<file path="config.mk">
export PLATFORM = sky130hd
export DESIGN_NAME = tpd_port
export DESIGN_NICKNAME = d
export VERILOG_FILES = /design/src/tpd_pkg.sv /design/src/tpd_port.sv
export SDC_FILE = /design/constraint.sdc
export NUM_CORES = 1
export LEC_CHECK = 0
export BUFFER_PORTS_ARGS = -buffer_cell sky130_fd_sc_hd__buf_2
export CELL_PAD_IN_SITES_DETAIL_PLACEMENT = 0
export CELL_PAD_IN_SITES_GLOBAL_PLACEMENT = 1
export CORE_MARGIN = 2
export CORE_UTILIZATION = 34
export DETAILED_ROUTE_END_ITERATION = 16
export MAX_ROUTING_LAYER = met4
export PLACE_DENSITY_LB_ADDON = 0.1
export SLEW_MARGIN = 25
export SYNTH_ARGS = -nofsm -noshare
export SYNTH_HDL_FRONTEND = slang
export SYNTH_SLANG_ARGS = --single-unit
</file>
<file path="constraint.sdc">
create_clock -name clk_i -period 1.8 [get_ports clk_i]
set_input_delay 0.09 -clock clk_i [delete_from_list [all_inputs] [get_ports clk_i]]
set_output_delay 0.09 -clock clk_i [all_outputs]
set_load 0.02 [all_outputs]
</file>
<file path="src/tpd_pkg.sv">
// package of constants for the test-point strap and debug port
package tpd_pkg;
  // ----------------------------------------------------------------
  // timing
  // ----------------------------------------------------------------
  localparam int unsigned CLK_PERIOD_NS   = 100;
  localparam int unsigned SAMPLE_DELAY_NS = 1500;
  // longest time, rounded down, at least one cycle
  localparam int unsigned SAMPLE_CYCLES_RAW = SAMPLE_DELAY_NS / CLK_PERIOD_NS;
  localparam int unsigned SAMPLE_CYCLES =
    (SAMPLE_CYCLES_RAW < 1) ? 1 : SAMPLE_CYCLES_RAW;
  localparam int unsigned CNT_W = 5;

  // ----------------------------------------------------------------
  // widths and selection codes
  // ----------------------------------------------------------------
  localparam int unsigned TP_W   = 8;
  localparam int unsigned TDO_W  = 3;
  localparam logic [2:0]  SEL_HIZ   = 3'h7;
  localparam logic [2:0]  SEL_CLK   = 3'h2;
  localparam logic [1:0]  SEL_LOW   = 2'h2; // low two bits of the match
  localparam logic [2:0]  TDO_PULL  = 3'h7;
  localparam logic [7:0]  TP_ZERO   = 8'h00;
  // clock debug: sources of each bit, 0=low 1=60M 2=30M 3=15M 4=7.5M
  localparam logic [2:0]  SRC_LOW = 3'h0;
  localparam logic [2:0]  SRC_60  = 3'h1;
  localparam logic [2:0]  SRC_30  = 3'h2;
  localparam logic [2:0]  SRC_15  = 3'h3;
  localparam logic [2:0]  SRC_7P5 = 3'h4;

  typedef enum logic [1:0] {
    TPD_RESET  = 2'b00,
    TPD_WAIT   = 2'b01,
    TPD_RUN    = 2'b10
  } tpd_state_t;
endpackage

</file>
<file path="src/tpd_port.sv">
// test-point strap capture and debug output port
module tpd_port
  import tpd_pkg::*;
(
  input  wire logic             clk_i,
  input  wire logic             rst_n_i,
  input  wire logic [TP_W-1:0]  test_point_port_i,
  output logic      [TP_W-1:0]  test_point_port_o,
  output logic      [TP_W-1:0]  test_point_port_oe_o,
  input  wire logic [TDO_W-1:0] jtag_tdo_strap_i,
  output logic      [TDO_W-1:0] jtag_tdo_strap_o,
  output logic      [TDO_W-1:0] jtag_tdo_strap_oe_o,
  output logic      [TDO_W-1:0] jtag_tdo_strap_pu_o,
  input  wire logic [TDO_W-1:0] jtag_tdo_data_i,
  input  wire logic             sw_sel_we_i,
  input  wire logic [TDO_W-1:0] sw_sel_i,
  output logic      [TP_W-1:0]  strap_config_o,
  output logic      [TDO_W-1:0] tdo_strap_o,
  output logic                  strap_done_o
);
  // ----------------------------------------------------------------
  // sequencing
  // ----------------------------------------------------------------
  tpd_state_t       state, next_state;
  logic [CNT_W-1:0] cnt, next_cnt;
  logic [TP_W-1:0]  cfg, next_cfg;
  logic [TDO_W-1:0] sel, next_sel;
  logic [TDO_W-1:0] tdo_cap, next_tdo_cap;
  logic [3:0]       div, next_div;
  logic [TP_W-1:0]  tp_out, next_tp_out;
  logic [TP_W-1:0]  tp_oe, next_tp_oe;
  logic [TP_W-1:0]  clk_bits;
  logic             done;

  // debug clocks are ratios of this clock; a true 60 MHz needs a faster source
  always_comb begin
    clk_bits = TP_ZERO;
    clk_bits[0] = div[0];
    // each divider bit halves the rate: 60, 30, 15, 7.5 in the debug set
    clk_bits[1] = div[1];
    clk_bits[2] = div[3];
    clk_bits[4] = div[2];
    clk_bits[5] = div[0];
  end

  always_comb begin
    next_state   = state;
    next_cnt     = cnt;
    next_cfg     = cfg;
    next_sel     = sel;
    next_tdo_cap = tdo_cap;
    next_div     = div + 4'h1;
    case (state)
      TPD_RESET: begin
        next_state = TPD_WAIT;
        next_cnt   = '0;
      end
      TPD_WAIT: begin
        next_cnt = cnt + 1'b1;
        if (cnt == CNT_W'(SAMPLE_CYCLES - 1)) begin
          next_cfg     = test_point_port_i;
          next_tdo_cap = jtag_tdo_strap_i;
          next_sel     = jtag_tdo_strap_i;
          next_state   = TPD_RUN;
        end
      end
      TPD_RUN: begin
        if (sw_sel_we_i) begin
          next_sel = sw_sel_i;
        end
      end
      default: begin
        next_state = TPD_RESET;
      end
    endcase
    next_tp_out = TP_ZERO;
    next_tp_oe  = TP_ZERO;
    if (next_state == TPD_RUN && next_sel[1:0] == SEL_LOW && !next_sel[2]) begin
      next_tp_out = clk_bits;
      next_tp_oe  = ~TP_ZERO;
    end
  end

  always_ff @(posedge clk_i or negedge rst_n_i) begin
    if (!rst_n_i) begin
      state   <= TPD_RESET;
      cnt     <= '0;
      cfg     <= TP_ZERO;
      sel     <= SEL_HIZ;
      tdo_cap <= TDO_PULL;
      div     <= '0;
      tp_out  <= TP_ZERO;
      tp_oe   <= TP_ZERO;
    end else begin
      state   <= next_state;
      cnt     <= next_cnt;
      cfg     <= next_cfg;
      sel     <= next_sel;
      tdo_cap <= next_tdo_cap;
      div     <= next_div;
      tp_out  <= next_tp_out;
      tp_oe   <= next_tp_oe;
    end
  end

  // ----------------------------------------------------------------
  // pins; tdo outputs return only once the strap is captured
  // ----------------------------------------------------------------
  logic [TDO_W-1:0] tdo_out;
  logic [TDO_W-1:0] tdo_oe;
  always_ff @(posedge clk_i or negedge rst_n_i) begin
    if (!rst_n_i) begin
      tdo_out <= '0;
      tdo_oe  <= '0;
    end else begin
      tdo_out <= jtag_tdo_data_i;
      tdo_oe  <= {TDO_W{next_state == TPD_RUN}};
    end
  end

  // done is its own flop so the status output is registered
  always_ff @(posedge clk_i or negedge rst_n_i) begin
    if (!rst_n_i) begin
      done <= 1'b0;
    end else begin
      done <= (next_state == TPD_RUN);
    end
  end

  assign test_point_port_o    = tp_out;
  assign test_point_port_oe_o = tp_oe;
  assign jtag_tdo_strap_o     = tdo_out;
  assign jtag_tdo_strap_oe_o  = tdo_oe;
  assign strap_config_o       = cfg;
  assign tdo_strap_o          = tdo_cap;
  assign strap_done_o         = done;

  // pull-up enable is a flop held high so an open board reads x111
  logic [TDO_W-1:0] pu;
  always_ff @(posedge clk_i or negedge rst_n_i) begin
    if (!rst_n_i) begin
      pu <= TDO_PULL;
    end else begin
      pu <= TDO_PULL;
    end
  end
  assign jtag_tdo_strap_pu_o = pu;
endmodule

</file>
# --- After elaboration in Yosys (flattened, before gate mapping) ---
# Index checks and enable logic that the tools add are counted.
totals:
  input_bits: 20
  reg_bits: 46
  word_cells: 32
  out_inout_bits: 37
op_classes:
  addsub: 2
  reduce_logical: 6
  muxes: 8
  n_eq_ne: 5
ops:
  columns: ["cell", "count"]
  rows:
  - ["$pmux W5 S2", 1]
  - ["$mux W8", 1]
  - ["$eq A2 B2 Y1 const B", 3]
  - ["$mux W3", 2]
  - ["$mux W6", 1]
  - ["$pmux W2 S3", 1]
  - ["$pmux W3 S2", 1]
  - ["$add A5 B1 Y5 const B", 1]
  - ["$eq A5 B4 Y1 const B", 1]
  - ["$add A4 B1 Y4 const B", 1]
  - ["$eq A2 B1 Y1 const B", 1]
  - ["$logic_and A1 B1 Y1", 2]
  - ["$logic_not A2 Y1", 1]
  - ["$mux W2", 1]
  - ["$reduce_and A2 Y1", 1]
  - ["$reduce_bool A2 Y1", 1]
  - ["$logic_not A1 Y1", 1]

# --- Longest topological paths before layout ---
depth:
  word_depth: 7
  ltp_mapped: 7
  ltp_nobuf: 6

# --- Least setup slack after synthesis ---
# No wires, ideal clock.
synth_timing:
  path_kind: "reg-to-reg"
  startpoint: "register state[1]"
  endpoint: "register tp_out[0] (netlist: test_point_port_o[0])"
  required_time_ns: 1.650
  setup_slack_ns: 0.017
  path_stages_with_launch: 6
  setup_time_ns: 0.150
  arrival_ns: 1.633
  n_path_buf: 0
  period_less_slack_ns: 1.783
  cell_sequence: "dfrtp_1 inv_1 ha_1 and3_1 a221oi_1 nor4_1"
synth_via:
  elab_chain_cells: 6
  elab_cells_between_ends: 12
  cone_classes: "eq/ne (4); mux (4); reduce/logical (4)"
synth_rtl:
  columns: ["element", "line", "source"]
  rows:
  - ["start: declaration", "tpd_port.sv:24", "tpd_state_t state, next_state;"]
  - ["start signal: assignment", "tpd_port.sv:95", "state <= next_state;"]
  - ["$eq A2 B2 Y1, or another cell as far along", "tpd_port.sv:53", "case (state)"]
  - ["$pmux W2 S3 or $pmux W3 S2 (tied branches)", "tpd_port.sv:53", null]
  - ["$eq A2 B2 Y1", "tpd_port.sv:78", "if (next_state == TPD_RUN && next_sel[1:0] == SEL_LOW && !next_sel[2]) begin"]
  - ["$logic_and A1 B1 Y1", "tpd_port.sv:78", null]
  - ["$logic_and A1 B1 Y1 *", "tpd_port.sv:78", null]
  - ["$mux W6 *", "tpd_port.sv:78", null]
  - ["net next_tp_out[0]", "tpd_port.sv:30", "logic [TP_W-1:0] tp_out, next_tp_out;"]
  - ["end signal: assignment", "tpd_port.sv:101", "tp_out <= next_tp_out;"]
  - ["end: declaration", "tpd_port.sv:30", null]
# Mark *: on every way through the listed nets, which the timed path passes. The rest lies on a longest branch.
# A chain may end at the register's enable or synchronous reset.

# --- Final worst setup path ---
layout_timing:
  startpoint: "register state[1]"
  endpoint: "register tp_out[1] (netlist: test_point_port_o[1])"
# Same word-level chain as after synthesis.

==> flow_metrics.env <==
export IMPL_synth_top_cell_by_area="dfrtp_1"
export IMPL_chipWidth_um=73.2
export IMPL_gp_congestion=0.831
export IMPL_p_clk_share_pct=36.6
export IMPL_drtIter0Drc=30
export IMPL_io_buffers=50
export IMPL_whs_endpoint="strap_config_o[4]"
export IMPL_nets=229
export IMPL_grt_first_pass_wirelength_mm=5.35
export IMPL_critPathRequiredTime_ns=1.98
export IMPL_clkTransAtPathRegs_ns=0.07
export IMPL_r2r_setup_slack_ns=0.06
export IMPL_wl_per_cell_um=12.6
export IMPL_end_kind="register"
export IMPL_synthDominantCellAreaShare_pct=43.1
export IMPL_route_detailed_drc=0
export IMPL_whs_path_depth=2
export IMPL_rows=25
export IMPL_power_switching_w=0.000383
export IMPL_min_period_ns=1.74
export IMPL_relSlewSlack_pct=49.7
export IMPL_ctsRootBufferMaster="clkbuf_8"
export IMPL_synthTopCellsByArea="dfrtp_1 43%, dfstp_2 9.7%, mux2_2 8.3%"
export IMPL_hp_class="in -> reg"
export IMPL_fmax_mhz=574
export IMPL_cap_viol_max_count=0
export IMPL_final_setup_viol_count=0
export IMPL_vias_per_cell=4.59
export IMPL_cp_arrival_ns=1.92
export IMPL_slew_violations=0
export IMPL_grt_pass1_vias=1193
export IMPL_grtUsageTotal_pct=13.9
export IMPL_vias=1179
export IMPL_sequentialPowerShare_pct=52.0
export IMPL_cts_sinks=34
export IMPL_finalClockSkew_ns=0.00274
export IMPL_finalCritPeriodShare_pct=96.8
export IMPL_clockBufferDepth=2
export IMPL_status="finished, final reports clean"
export IMPL_swShare_pct=24.6
export IMPL_cellLeakagePower_nw=1.05
export IMPL_core_area_mm2=0.00466
export IMPL_dp_hpwl_mm=2.41
export IMPL_ys_types=28
export IMPL_dr_pass1_iters=3
export IMPL_worstRegToRegCells=7
export IMPL_worst_pin_slew_ns=0.754
export IMPL_worst_setup_path_start_kind="register"
export IMPL_fp_dieH_um=73.2
export IMPL_syn_inst=143
export IMPL_peakVddDrop_mv=0.536
export IMPL_tns_ns=0
export IMPL_r2r_start="state[1]"
export IMPL_final_cell_area_mm2=0.00214
export IMPL_postRouteAntennaNets=0
export IMPL_finalHoldViolations=0
export IMPL_hold_start="test_point_port_i[4]"
export IMPL_grt_overflow_total=0
export IMPL_die_area_mm2=0.00535
export IMPL_dp_cells=245
export IMPL_io_pin_count=57
export IMPL_p_int_w=0.00117
export IMPL_crit_path_max_fanout=4
export IMPL_placed_area_mm2=0.00191
export IMPL_yosysWarnings=0
export IMPL_whs_ns=0.0419
export IMPL_yosysSeqAreaShare_pct=52.8
export IMPL_rsz0062_at_grt="true"
export IMPL_grt_max_degree=35
export IMPL_clock_latency_ns=0.28
export IMPL_p_per_area_mw_per_mm2=726
export IMPL_syn_area_mm2=0.00163
export IMPL_start_util_pct=34.9
export IMPL_antenna_found_initial=0
export IMPL_final_cells=257
export IMPL_diodes=0
export IMPL_drt_total_wl_mm=3.25
export IMPL_h_tree_depth=2
export IMPL_area_growth_pct=31.5
export IMPL_rr_endpoint="test_point_port_o[1]"
export IMPL_drive_gt1_share_pct=51.7
export IMPL_cts_buffers_inserted=5
export IMPL_cts_tree="built"
export IMPL_ys_ff_latch=34
export IMPL_postSynthAreaPerCell_um2=11.4
export IMPL_critPathKind="reg -> reg"
export IMPL_pwr_share_comb_pct=11.4
[synth_stat cells (all sizes together)]
library cell and number:
o211ai 1, xnor2 2, a221oi 1, mux2 12
dfrtp 28, nand2 8, nor4 5, nor2 5
conb 2, a221o 1, a21oi 4, buf 20
mux2i 2, nand4 4, nand3b 1, nor2b 1
and3 1, nand3 8, xor2 3, dfstp 6
clkinv 1, inv 10, o21ai 6, ha 7
and4b 1, a31o 3
[cell usage in the layout (no fill, tap or decap), drive strengths merged]
master       Yosys  routed
nor2             5       5
dfrtp           28      28
dlygate4sd3      0       4
xnor2            2       2
clkinv           1       2
clkbuf           0       7
and4b            1       1
nor2b            1       1
o211ai           1       1
nand2            8       8
nand3b           1       1
a221oi           1       1
and3             1       1
buf             20      64
dfstp            6       6
mux2            12      12
conb             2       6
a31o             3       3
a21oi            4       4
ha               7       7
a221o            1       1
xor2             3       3
nand3            8       8
nand4            4       4
mux2i            2       2
inv             10      10
o21ai            6       6
nor4             5       5
[layout make-up]
class                           count  area, um^2
Multi-Input combinational cell     82         682
Tap cell                           54        67.6
Timing Repair Buffer               68         399
Fill cell                         430        2520
Clock buffer                        7        86.3
Inverter                           11        41.3
Sequential cell                    34         858
Clock inverter                      1        5.00
[power by group through the flow]
stage	combinational [W]	clock [W]	sequential [W]
after floorplan	0.0000829	0	0.000844
after global placement	0.000158	0	0.000820
after detailed placement	0.000160	0	0.000820
after CTS	0.000169	0.000586	0.000807
after global routing	0.000192	0.000631	0.000812
final	0.000177	0.000568	0.000808
[registers in the layout, summed over array words and instances (netlist names)]
name / flops
jtag_tdo_strap_o: 3
tdo_strap_o: 3
div: 4
state: 2
strap_config_o: 8
sel: 3
test_point_port_oe_o: 1
strap_done_o: 1
cnt: 5
test_point_port_o: 4
[stage by stage]
stage / util (%) / power (W) / setup WS, ns
6_report: 45.9 / 0.00155 / 0.0572
5_1_grt: 45.9 / 0.00164 / -0.0479
4_1_cts: 44.1 / 0.00156 / -0.000784
3_5_place_dp: 41.0 / 0.000980 / -0.0846
3_3_place_gp: 41.0 / 0.000978 / 0.0298
2_1_floorplan: - / 0.000927 / 0.0171
[layer usage]
metal / global-route usage (%) / share of wire [%]
met2: 22.3 / 51
met3: 4.14 / 3.7
met4: 6.17 / 1.4
met1: 16.1 / 44
met5: - / 0
[worst max-delay path, stage by stage (launching register included)]
cell and delay [ns]:
dfrtp_1 0.38, buf_4 0.15, ha_1 0.22, nor2b_1 0.15
o21ai_2 0.18, buf_6 0.13, nand4_1 0.12, nor4_2 0.31
[cell families (layout without fill, tap and decap cells)]
family | count (synthesis) | count (layout) | synth area share (%)
compound gates | 16 | 16 | 6.31
mux | 14 | 14 | 9.54
xor+xnor | 5 | 5 | 2.69
buf+inv | 31 | 87 | 12.1
other cells | 2 | 6 | 0.462
simple gates | 34 | 34 | 10.8
flops | 34 | 34 | 52.8
fa+ha+maj | 7 | 7 | 5.38
[worst max path at each step]
stage                   from                   end  slack [ns]  depth (start not counted)
finish              state[1]  test_point_port_o[1]        0.06                          7
detailed placement  state[0]  test_point_port_o[1]       -0.08                          5
floorplan           state[1]  test_point_port_o[0]        0.02                          5
global route        state[1]  test_point_port_o[0]       -0.05                          7
global placement    state[0]  test_point_port_o[0]        0.03                          5
CTS                 state[0]  test_point_port_o[2]     -0.0008                          5
[timing repair]
action / in CTS / in global routing
buffers inserted: 0 / 2
resized for setup: 4 / 15
hold endpoints to repair: 31 / 0
endpoints found under the setup margin: 5 / 5
pin swaps: 3 / 5
hold buffers: 4 / 0
(Power assumes the default switching activity.)
